## src/inc/pxb_regs.vh

```
// Port crossbar register map and slot codes
`ifndef PXB_REGS_VH
`define PXB_REGS_VH

// ====
// Register offsets
`define PXB_OFS_P0_DATA 8'h80
`define PXB_OFS_P1_DATA 8'h90
`define PXB_OFS_P0_MDIN 8'hf1
`define PXB_OFS_P1_MDIN 8'hf2
`define PXB_OFS_P0_MDOUT 8'ha4
`define PXB_OFS_P1_MDOUT 8'ha5
`define PXB_OFS_P0_SKIP 8'hd4
`define PXB_OFS_P1_SKIP 8'hd5
`define PXB_OFS_FSEL_LO 8'he1
`define PXB_OFS_FSEL_HI 8'he2

// ====
// Reset values
`define PXB_RST_DATA 8'hff
`define PXB_RST_MDIN 8'hff
`define PXB_RST_MDOUT 8'h00
`define PXB_RST_SKIP 8'h00
`define PXB_RST_FSEL 8'h00

// ====
// Low function select fields
`define PXB_FL_UART 0
`define PXB_FL_SPI 1
`define PXB_FL_SMB 2
`define PXB_FL_SYSCLK 3
`define PXB_FL_CMP0 4
`define PXB_FL_CMP1 5

// ====
// High function select fields
`define PXB_FH_CEX_LSB 0
`define PXB_FH_CEX_MSB 2
`define PXB_FH_ECI 3
`define PXB_FH_T0 4
`define PXB_FH_T1 5
`define PXB_FH_CROSSBAR_ENABLE 6
`define PXB_FH_WEAK_PULLUP_DISABLE 7

// ====
// Function slots in priority order
`define PXB_SLOT_TX 0
`define PXB_SLOT_RX 1
`define PXB_SLOT_SPI 2
`define PXB_SLOT_SDA 6
`define PXB_SLOT_SCL 7
`define PXB_SLOT_SYSCLK 8
`define PXB_SLOT_CMP0 9
`define PXB_SLOT_CMP1 10
`define PXB_SLOT_CEX 11
`define PXB_SLOT_ECI 16
`define PXB_SLOT_T0 17
`define PXB_SLOT_T1 18
`define PXB_NSLOT 19
`define PXB_NPIN 16
`define PXB_UART_PIN_TX 4
`define PXB_UART_PIN_RX 5

`endif

```

## src/rtl/pxb_top.v

```verilog
// Port crossbar: registers, routing and pin control
//
// How it works
// - enabled functions take the lowest free pin, in priority order.
// - serial port always on port 0 pins 4 and 5.
// - taken and skipped pins are passed over.
// - a skipped pin counts as taken.
// - skip bit n is pin n; 0x0c skips pins 2, 3.
// - analog pins lose pullup, driver and receiver.
// - input mode 1 digital, 0 analog; reset digital.
// - output mode bit picks the driver type, except on bus pins.
// - two-wire bus pins are always open drain.
// - pullup disable 0 pulls up open drain pins.
// - a pin driving low drops its pullup.
// - crossbar off: plain inputs, selects ignored.
// - drivers off while crossbar disabled.
// - port data write sets the latch.
// - latch 1 on open drain pin floats.
// - data read gives 1 for analog, else pin level.
`timescale 1ns/1ps
`include "pxb_regs.vh"

module pxb_top #(
    parameter NPIN = `PXB_NPIN,
    parameter NSLOT = `PXB_NSLOT
) (
    input wire SYS_CLK_IN, // System clock
    input wire RST_IN, // Async reset, high
    input wire [7:0] SFR_ADDR_IN, // Register address
    input wire [7:0] SFR_WDATA_IN, // Write data
    input wire SFR_WR_IN, // Write strobe
    input wire SFR_RD_IN, // Read strobe
    output reg [7:0] SFR_RDATA_OUT, // Read data
    output reg SFR_RVALID_OUT, // Read data valid
    input wire [NSLOT-1:0] FUNC_OUT_IN, // Function output values
    input wire [NSLOT-1:0] FUNC_OE_IN, // Function drive requests
    output reg [NSLOT-1:0] FUNC_LEVEL_OUT, // Pin level per function
    input wire [NPIN-1:0] PIN_LEVEL_IN, // Raw pin levels
    output wire [NPIN-1:0] PIN_DRIVE_OUT, // Pin drive values
    output wire [NPIN-1:0] PIN_OE_OUT, // Pin driver enables
    output wire [NPIN-1:0] PIN_PU_OUT // Weak pullup enables
);

    // ====
    // Storage
    reg [7:0] port_zero_data;
    reg [7:0] port_one_data;
    reg [7:0] port_zero_input_mode;
    reg [7:0] port_one_input_mode;
    reg [7:0] port_zero_output_mode;
    reg [7:0] port_one_output_mode;
    reg [7:0] port_zero_skip_mask;
    reg [7:0] port_one_skip_mask;
    reg [7:0] function_select_low;
    reg [7:0] function_select_high;

    // Routing state
    reg [NPIN-1:0] route_used;
    reg [NPIN*5-1:0] route_slot;
    wire [NPIN-1:0] next_used;
    wire [NPIN*5-1:0] next_slot;
    reg [NSLOT-1:0] slot_en;

    // Pin views
    wire [NPIN-1:0] pin_level;
    wire [NPIN-1:0] pin_digital;
    wire [NPIN-1:0] pin_pushpull;
    wire [NPIN-1:0] pin_latch;
    wire [NPIN-1:0] pin_skip;
    wire crossbar_enable;
    wire weak_pullup_disable;
    wire [2:0] cex_count;
    reg [7:0] next_rdata;
    reg next_rvalid;
    reg [NSLOT-1:0] next_func_level;
    integer s;
    integer f;
    integer q;

    // ====
    // Helpers

    // Data read view, analog reads high
    function [7:0] pxb_port_view;
        input [7:0] digital;
        input [7:0] level;
        begin
            pxb_port_view = level | ~digital;
        end
    endfunction

    // Pin carries one of the two-wire bus functions
    function pxb_is_bus;
        input [4:0] slot;
        begin
            pxb_is_bus = (slot == `PXB_SLOT_SDA) || (slot == `PXB_SLOT_SCL);
        end
    endfunction

    // ====
    // Field extraction
    assign crossbar_enable = function_select_high[`PXB_FH_CROSSBAR_ENABLE];
    assign weak_pullup_disable = function_select_high[`PXB_FH_WEAK_PULLUP_DISABLE];
    assign cex_count = function_select_high[`PXB_FH_CEX_MSB:`PXB_FH_CEX_LSB];

    // Port 0 in the low half
    assign pin_digital = {port_one_input_mode, port_zero_input_mode};
    assign pin_pushpull = {port_one_output_mode, port_zero_output_mode};
    assign pin_latch = {port_one_data, port_zero_data};
    assign pin_skip = {port_one_skip_mask, port_zero_skip_mask};

    // ====
    // Register writes
    always @(posedge SYS_CLK_IN or posedge RST_IN) begin
        if (RST_IN) begin
            port_zero_data <= `PXB_RST_DATA;
            port_one_data <= `PXB_RST_DATA;
        end else if (SFR_WR_IN) begin
            if (SFR_ADDR_IN == `PXB_OFS_P0_DATA) begin
                port_zero_data <= SFR_WDATA_IN;
            end
            if (SFR_ADDR_IN == `PXB_OFS_P1_DATA) begin
                port_one_data <= SFR_WDATA_IN;
            end
        end
    end

    // Input modes, all digital after reset
    always @(posedge SYS_CLK_IN or posedge RST_IN) begin
        if (RST_IN) begin
            port_zero_input_mode <= `PXB_RST_MDIN;
            port_one_input_mode <= `PXB_RST_MDIN;
        end else if (SFR_WR_IN) begin
            if (SFR_ADDR_IN == `PXB_OFS_P0_MDIN) begin
                port_zero_input_mode <= SFR_WDATA_IN;
            end
            if (SFR_ADDR_IN == `PXB_OFS_P1_MDIN) begin
                port_one_input_mode <= SFR_WDATA_IN;
            end
        end
    end

    // Output modes, open drain after reset
    always @(posedge SYS_CLK_IN or posedge RST_IN) begin
        if (RST_IN) begin
            port_zero_output_mode <= `PXB_RST_MDOUT;
            port_one_output_mode <= `PXB_RST_MDOUT;
        end else if (SFR_WR_IN) begin
            if (SFR_ADDR_IN == `PXB_OFS_P0_MDOUT) begin
                port_zero_output_mode <= SFR_WDATA_IN;
            end
            if (SFR_ADDR_IN == `PXB_OFS_P1_MDOUT) begin
                port_one_output_mode <= SFR_WDATA_IN;
            end
        end
    end

    // Skip masks
    always @(posedge SYS_CLK_IN or posedge RST_IN) begin
        if (RST_IN) begin
            port_zero_skip_mask <= `PXB_RST_SKIP;
            port_one_skip_mask <= `PXB_RST_SKIP;
        end else if (SFR_WR_IN) begin
            if (SFR_ADDR_IN == `PXB_OFS_P0_SKIP) begin
                port_zero_skip_mask <= SFR_WDATA_IN;
            end
            if (SFR_ADDR_IN == `PXB_OFS_P1_SKIP) begin
                port_one_skip_mask <= SFR_WDATA_IN;
            end
        end
    end

    // Function selects, crossbar off after reset
    always @(posedge SYS_CLK_IN or posedge RST_IN) begin
        if (RST_IN) begin
            function_select_low <= `PXB_RST_FSEL;
            function_select_high <= `PXB_RST_FSEL;
        end else if (SFR_WR_IN) begin
            if (SFR_ADDR_IN == `PXB_OFS_FSEL_LO) begin
                function_select_low <= SFR_WDATA_IN;
            end
            if (SFR_ADDR_IN == `PXB_OFS_FSEL_HI) begin
                function_select_high <= SFR_WDATA_IN;
            end
        end
    end

    // ====
    // Register reads
    always @* begin
        next_rvalid = SFR_RD_IN;
        next_rdata = 8'h00;
        case (SFR_ADDR_IN)
            `PXB_OFS_P0_DATA: begin
                next_rdata = pxb_port_view(port_zero_input_mode, pin_level[7:0]);
            end
            `PXB_OFS_P1_DATA: begin
                next_rdata = pxb_port_view(port_one_input_mode, pin_level[15:8]);
            end
            `PXB_OFS_P0_MDIN: begin
                next_rdata = port_zero_input_mode;
            end
            `PXB_OFS_P1_MDIN: begin
                next_rdata = port_one_input_mode;
            end
            `PXB_OFS_P0_MDOUT: begin
                next_rdata = port_zero_output_mode;
            end
            `PXB_OFS_P1_MDOUT: begin
                next_rdata = port_one_output_mode;
            end
            `PXB_OFS_P0_SKIP: begin
                next_rdata = port_zero_skip_mask;
            end
            `PXB_OFS_P1_SKIP: begin
                next_rdata = port_one_skip_mask;
            end
            `PXB_OFS_FSEL_LO: begin
                next_rdata = function_select_low;
            end
            `PXB_OFS_FSEL_HI: begin
                next_rdata = function_select_high;
            end
            default: begin
                next_rdata = 8'h00;
            end
        endcase
    end

    // Read data holds until the next read
    always @(posedge SYS_CLK_IN or posedge RST_IN) begin
        if (RST_IN) begin
            SFR_RDATA_OUT <= 8'h00;
            SFR_RVALID_OUT <= 1'b0;
        end else begin
            SFR_RVALID_OUT <= next_rvalid;
            if (next_rvalid) begin
                SFR_RDATA_OUT <= next_rdata;
            end
        end
    end

    // ====
    // Select fields to slots
    always @* begin
        slot_en = {NSLOT{1'b0}};
        slot_en[`PXB_SLOT_TX] = function_select_low[`PXB_FL_UART];
        slot_en[`PXB_SLOT_RX] = function_select_low[`PXB_FL_UART];
        for (f = 0; f < 4; f = f + 1) begin
            slot_en[`PXB_SLOT_SPI + f] = function_select_low[`PXB_FL_SPI];
        end
        slot_en[`PXB_SLOT_SDA] = function_select_low[`PXB_FL_SMB];
        slot_en[`PXB_SLOT_SCL] = function_select_low[`PXB_FL_SMB];
        slot_en[`PXB_SLOT_SYSCLK] = function_select_low[`PXB_FL_SYSCLK];
        slot_en[`PXB_SLOT_CMP0] = function_select_low[`PXB_FL_CMP0];
        slot_en[`PXB_SLOT_CMP1] = function_select_low[`PXB_FL_CMP1];
        // Capture outputs enabled by count
        for (f = 0; f < 5; f = f + 1) begin
            slot_en[`PXB_SLOT_CEX + f] = (cex_count > f[2:0]);
        end
        slot_en[`PXB_SLOT_ECI] = function_select_high[`PXB_FH_ECI];
        slot_en[`PXB_SLOT_T0] = function_select_high[`PXB_FH_T0];
        slot_en[`PXB_SLOT_T1] = function_select_high[`PXB_FH_T1];
    end

    // ====
    // Priority walk
    pxb_assign #(
        .NPIN(NPIN),
        .NSLOT(NSLOT)
    ) u_assign (
        .slot_en_in(slot_en),
        .skip_in(pin_skip),
        .xbar_en_in(crossbar_enable),
        .used_out(next_used),
        .slot_out(next_slot)
    );

    // Routing flops
    always @(posedge SYS_CLK_IN or posedge RST_IN) begin
        if (RST_IN) begin
            route_used <= {NPIN{1'b0}};
            route_slot <= {(NPIN*5){1'b0}};
        end else begin
            route_used <= next_used;
            route_slot <= next_slot;
        end
    end

    // ====
    // Pin level back to functions
    always @* begin
        next_func_level = {NSLOT{1'b1}};
        for (q = 0; q < NPIN; q = q + 1) begin
            for (s = 0; s < NSLOT; s = s + 1) begin
                if (route_used[q] && (route_slot[q*5 +: 5] == s[4:0])) begin
                    next_func_level[s] = pin_level[q];
                end
            end
        end
    end

    always @(posedge SYS_CLK_IN or posedge RST_IN) begin
        if (RST_IN) begin
            FUNC_LEVEL_OUT <= {NSLOT{1'b1}};
        end else begin
            FUNC_LEVEL_OUT <= next_func_level;
        end
    end

    // ====
    // Pads
    genvar g;
    generate
        for (g = 0; g < NPIN; g = g + 1) begin : g_pad
            wire [4:0] pslot;
            wire routed;
            assign pslot = route_slot[g*5 +: 5];
            assign routed = route_used[g];
            pxb_pad u_pad (
                .clk_in(SYS_CLK_IN),
                .rst_in(RST_IN),
                .digital_in(pin_digital[g]),
                .pushpull_in(pin_pushpull[g]),
                .force_od_in(routed & pxb_is_bus(pslot)),
                .weak_pud_in(weak_pullup_disable),
                .xbar_en_in(crossbar_enable),
                .routed_in(routed),
                .func_out_in(routed ? FUNC_OUT_IN[pslot] : 1'b1),
                .func_oe_in(routed ? FUNC_OE_IN[pslot] : 1'b0),
                .latch_in(pin_latch[g]),
                .pin_in(PIN_LEVEL_IN[g]),
                .pin_out(PIN_DRIVE_OUT[g]),
                .pin_oe_out(PIN_OE_OUT[g]),
                .pin_pu_out(PIN_PU_OUT[g]),
                .level_out(pin_level[g])
            );
        end
    endgenerate

endmodule

```

## src/rtl/pxb_assign.v

```verilog
// Priority walk that gives each enabled function slot a port pin while free pins remain
`timescale 1ns/1ps
`include "pxb_regs.vh"

module pxb_assign #(
    parameter NPIN = `PXB_NPIN,
    parameter NSLOT = `PXB_NSLOT
) (
    input wire [NSLOT-1:0] slot_en_in, // Enabled function slots
    input wire [NPIN-1:0] skip_in, // Skip masks, both ports
    input wire xbar_en_in, // Crossbar enable
    output reg [NPIN-1:0] used_out, // Pin carries a function
    output reg [NPIN*5-1:0] slot_out // Slot code per pin
);

    localparam [4:0] SLOT_TX = `PXB_SLOT_TX;
    localparam [4:0] SLOT_RX = `PXB_SLOT_RX;
    reg [NPIN-1:0] taken;
    reg found;
    integer k;
    integer p;

    // ====
    // Walk slots from highest priority downward
    always @* begin
        taken = skip_in;
        used_out = {NPIN{1'b0}};
        slot_out = {(NPIN*5){1'b0}};
        found = 1'b0;
        // Serial port pins are fixed, even if skipped
        if (slot_en_in[`PXB_SLOT_TX]) begin
            taken[`PXB_UART_PIN_TX] = 1'b1;
            taken[`PXB_UART_PIN_RX] = 1'b1;
            used_out[`PXB_UART_PIN_TX] = 1'b1;
            used_out[`PXB_UART_PIN_RX] = 1'b1;
            slot_out[`PXB_UART_PIN_TX*5 +: 5] = SLOT_TX;
            slot_out[`PXB_UART_PIN_RX*5 +: 5] = SLOT_RX;
        end
        for (k = `PXB_SLOT_SPI; k < NSLOT; k = k + 1) begin
            found = 1'b0;
            if (slot_en_in[k]) begin
                // Lowest free pin wins
                for (p = 0; p < NPIN; p = p + 1) begin
                    if (!found && !taken[p]) begin
                        taken[p] = 1'b1;
                        used_out[p] = 1'b1;
                        slot_out[p*5 +: 5] = k[4:0];
                        found = 1'b1;
                    end
                end
            end
        end
        // Disabled crossbar routes nothing
        if (!xbar_en_in) begin
            used_out = {NPIN{1'b0}};
        end
    end

endmodule

```

## src/rtl/pxb_pad.v

```verilog
// One port pin: driver mode, weak pullup and input receiver
`timescale 1ns/1ps

module pxb_pad (
    input wire clk_in, // System clock
    input wire rst_in, // Async reset, high
    input wire digital_in, // 1 digital, 0 analog
    input wire pushpull_in, // Output mode bit
    input wire force_od_in, // Bus function forces open drain
    input wire weak_pud_in, // Global pullup disable
    input wire xbar_en_in, // Crossbar enable
    input wire routed_in, // Pin carries a function
    input wire func_out_in, // Function output value
    input wire func_oe_in, // Function wants to drive
    input wire latch_in, // Port data latch bit
    input wire pin_in, // Raw pin level
    output reg pin_out, // Pin drive value
    output reg pin_oe_out, // Pin driver enable
    output reg pin_pu_out, // Weak pullup on
    output wire level_out // Synced receiver level
);

    reg sync1;
    reg sync2;
    wire drive_val;
    wire want;
    wire pp;
    wire next_oe;
    wire next_pu;

    // ====
    // Drive decision
    assign drive_val = routed_in ? func_out_in : latch_in;
    assign want = routed_in ? func_oe_in : 1'b1;
    assign pp = pushpull_in & ~force_od_in;
    // Open drain never drives a one
    assign next_oe = xbar_en_in & digital_in & want & (pp | ~drive_val);
    // Pullup on open drain unless pulling low
    assign next_pu = digital_in & ~pp & ~weak_pud_in & ~(next_oe & ~drive_val);

    // Registered pad controls
    always @(posedge clk_in or posedge rst_in) begin
        if (rst_in) begin
            pin_out <= 1'b1;
            pin_oe_out <= 1'b0;
            pin_pu_out <= 1'b0;
        end else begin
            pin_out <= drive_val;
            pin_oe_out <= next_oe;
            pin_pu_out <= next_pu;
        end
    end

    // ====
    // Two-flop receiver synchroniser
    always @(posedge clk_in or posedge rst_in) begin
        if (rst_in) begin
            sync1 <= 1'b1;
            sync2 <= 1'b1;
        end else begin
            sync1 <= pin_in;
            sync2 <= sync1;
        end
    end

    // Analog pin receiver is off and reads high
    assign level_out = digital_in ? sync2 : 1'b1;

endmodule

```

## config.mk

```make
export PLATFORM = sky130hd
export DESIGN_NAME = pxb_top
export DESIGN_NICKNAME = d
export VERILOG_FILES = /design/src/rtl/pxb_top.v /design/src/rtl/pxb_assign.v /design/src/rtl/pxb_pad.v
export VERILOG_INCLUDE_DIRS = /design/src /design/src/inc
export SDC_FILE = /design/constraint.sdc
export NUM_CORES = 2
export LEC_CHECK = 0
export ABC_AREA = 1
export BUFFER_PORTS_ARGS = -buffer_cell sky130_fd_sc_hd__buf_2
export CORE_ASPECT_RATIO = 1.2
export CORE_MARGIN = 3
export CORE_UTILIZATION = 45
export DETAILED_ROUTE_END_ITERATION = 7
export PLACE_DENSITY_LB_ADDON = 0.12
export SYNTH_ARGS = -nofsm -noshare
export SYNTH_HDL_FRONTEND = slang
export SYNTH_SLANG_ARGS = --single-unit
```

## constraint.sdc

```tcl
create_clock -name SYS_CLK_IN -period 7.9 [get_ports SYS_CLK_IN]
set_input_delay 0.395 -clock SYS_CLK_IN [delete_from_list [all_inputs] [get_ports SYS_CLK_IN]]
set_output_delay 0.395 -clock SYS_CLK_IN [all_outputs]
set_load 0.005 [all_outputs]
```

==> impl_metrics.yaml <==
sta:
  worstMarginPinSlew_ns: 1.139
  final_hold_viol_count: 0
  rsz0062_at_grt: "false"
  period_needed_ns: 4.977
  finalSetupViolations: 0
  period_share: 0.6300
  report.final.slew_viol_count: 0
  fmax_mhz: 200.9
  fin_setup_tns_ns: 0
  maxSlewHeadroom: 0.2380
  final.setup_skew_ns: 0.03358
synth:
  syn_area_per_cell_um2: 6.435
  synth-seq-cells: 284
  synth.cell_area_um2: 24850
  synth_flop_cell: "dfrtp_1"
  synthArstFlopShare: 1.000
  syn_nets: 3935
  synth_area_leaders: "dfrtp_1 (19%), nand2_1 (12%), dfstp_2 (10%)"
  synth_seq_area_share: 0.2910
  yosysTopAreaCell: "dfrtp_1"
  synth_cell_types: 62
  synth_edf_count: 0
  ys_warn_count: 0
  synthCells: 3861
  synth.top_cell.area_share: 0.1863
route:
  first_pass_iters: 8
  drt_iter0_drc: 4024
  wl_per_cell_um: 24.90
  drc: 0
  drt_wl_total_mm: 115.8
  final_antenna_net_count: 0
  vias_per_cell: 6.152
  vias: 28620
final_layout:
  nNetsFinal: 3988
  mostFrequentLayoutCells: "nand2_1 (763), nor2_1 (595), inv_1 (543)"
  fillers: 5679
  areaGrowthSynthToFinish_pct: 9.276
  final_core_util: 0.5018
  drive_gt1_frac: 0.1256
  fin_area_um2: 27150
  antenna_cells: 0
  final_common_cell: "nand2_1"
critical_path:
  reg2reg_to: "route_used[15]$_DFF_PP0_"
  endpoint_kind: "register"
  reg2regPathDepth: 34
  r2r_start: "function_select_low[1]$_DFFE_PP0P_"
  path_class: "reg2reg"
  cp_max_fo: 11
  cp.required_ns: 8.40
  critPathMaxStageDelay_ns: 0.63
  critPathLaunchType: "register"
  cp.arrival_ns: 5.48
  slowest_stage: "dfrtp_1"
  r2r_slack_ns: 2.92
  crit_top_cell: "nor2_1"
clock_tree:
  postCtsSetupBuffers: 0
  clkTransAtPathRegs_ns: 0.06
  clk_latency_ns: 0.59
  htree_num_levels: 2
  cts_tree: "yes"
  clock-root-buffer: "clkbuf_16"
  cts.sinks: 284
  cts_buffers: 34
  clk_path_buf_depth: 3
placement:
  placed_cell_area_um2: 25880
  place_hpwl_mm: 89.53
  gp_congestion: 1.031
  port-buffer-count: 149
floorplan:
  die_area_um2: 58080
  die-height_um: 263.4
  dieWidth_um: 220.5
  core.rowCount: 93
  io-pin-count: 150
  initial_utilization: 0.4592
  core_um2: 54110
global_route:
  grt_pass1_wl_mm: 168.2
  grt_pass1_vias: 26350
  antenna_found_initial: 1
  grt_usage: 0.3885
  grt-ovfl-total: 0
  grt_max_degree: 175
pwr:
  powerDensity_nw_per_um2: 165.0
  p_leak_nw: 12.78
  ir_drop_mv: 0.1907
outcome:
  status: "complete, no violations"
run:
  maxCapViolCount: 0
hold_path:
  hold_class: "in2async"
[per-layer routing]
layer,vias to the layer above,global-route usage,share of wire
met5,-,0,0
met4,0,0.1659,0.055
met3,330,0.09524,0.11
met2,1635,0.5663,0.41
met1,13360,0.5459,0.42
li1,13300,-,-
[per-stage QoR]
step                worst slack [ns]  hold slack, ns  power, mW  instances
floorplan                      3.823          0.3452      2.464       3861
global placement               3.089          0.3453      2.866       4574
detailed placement             3.029          0.3469      2.862       4574
CTS                            2.955         0.03174      4.466       4652
global route                   2.127         0.07111      4.674       4652
finish                         2.923         0.02277      4.480       4652
[Yosys cell counts, types with 16 or more instances]
cell type / instances
dfstp_2: 99
o22ai_1: 58
a31oi_1: 23
inv_1: 544
a22oi_1: 161
inv_2: 37
buf_4: 50
a21oi_1: 144
o211ai_1: 53
nand2_1: 763
nor3_1: 53
nand3_1: 136
o21ai_0: 304
o221ai_1: 162
nand4_1: 33
clkbuf_1: 120
o2111ai_1: 16
a22o_1: 48
nor2_2: 55
dfrtp_1: 185
a221oi_1: 22
nand2_2: 33
nor2_1: 596
nor4_1: 27
[timing repair]
action	in CTS	in global routing
gates resized for setup	0	0
hold buffers	16	0
hold endpoints to repair	16	0
[kinds of logic after synthesis]
family / Yosys count / share of synthesized area
and+or+nand+nor: 1719 / 0.2901
AOI/OAI and AO/OA: 1076 / 0.2900
buffers and inverters: 773 / 0.1248
DFF: 284 / 0.2910
muxes: 9 / 0.003979
[how the worst max path moves through the flow]
stage | startpoint | endpoint | slack [ns] | cells past startpoint
after floorplan | RST_IN | SFR_RDATA_OUT[0]$_DFFE_PP0P_ | 3.82 | 1
after global placement | function_select_low[1]$_DFFE_PP0P_ | route_used[14]$_DFF_PP0_ | 3.09 | 35
after detailed placement | function_select_low[1]$_DFFE_PP0P_ | route_used[14]$_DFF_PP0_ | 3.03 | 37
after CTS | function_select_low[1]$_DFFE_PP0P_ | route_used[15]$_DFF_PP0_ | 2.96 | 34
after global routing | function_select_low[1]$_DFFE_PP0P_ | route_used[15]$_DFF_PP0_ | 2.13 | 34
final | function_select_low[1]$_DFFE_PP0P_ | route_used[15]$_DFF_PP0_ | 2.92 | 34
[where the power goes]
group          switching (mW)  total, mW  internal [mW]
combinational           0.855       1.21          0.354
sequential              0.105       1.69           1.58
clock                   0.705       1.59          0.880
total                    1.66       4.48           2.82
[area by class of cell]
cell class,count,area [µm²],share of cell area
multi-input combinational,2804,14520,0.5346
clock inverter,17,185.2,0.006821
inverter,589,2217,0.08166
clock buffer,45,922.1,0.03396
sequential,284,7231,0.2663
timing repair buffer,201,1189,0.04378
tap,712,890.9,0.03281
[sequential cells by signal, indices dropped and copies added (netlist names), 16 cells and up]
| register | cells |
|---|---|
| g_pad.u_pad.pin_out | 16 |
| g_pad.u_pad.pin_pu_out | 16 |
| route_used | 16 |
| FUNC_LEVEL_OUT | 19 |
| g_pad.u_pad.sync2 | 16 |
| route_slot | 80 |
| g_pad.u_pad.sync1 | 16 |
| g_pad.u_pad.pin_oe_out | 16 |
[critical path: cells and delay by family (launching register included)]
| family | cells | cell delay (ns) |
|---|---|---|
| buf+inv | 5 | 0.39 |
| flops | 1 | 0.63 |
| simple gates | 29 | 3.91 |
Power figures use the tool's default switching activity.
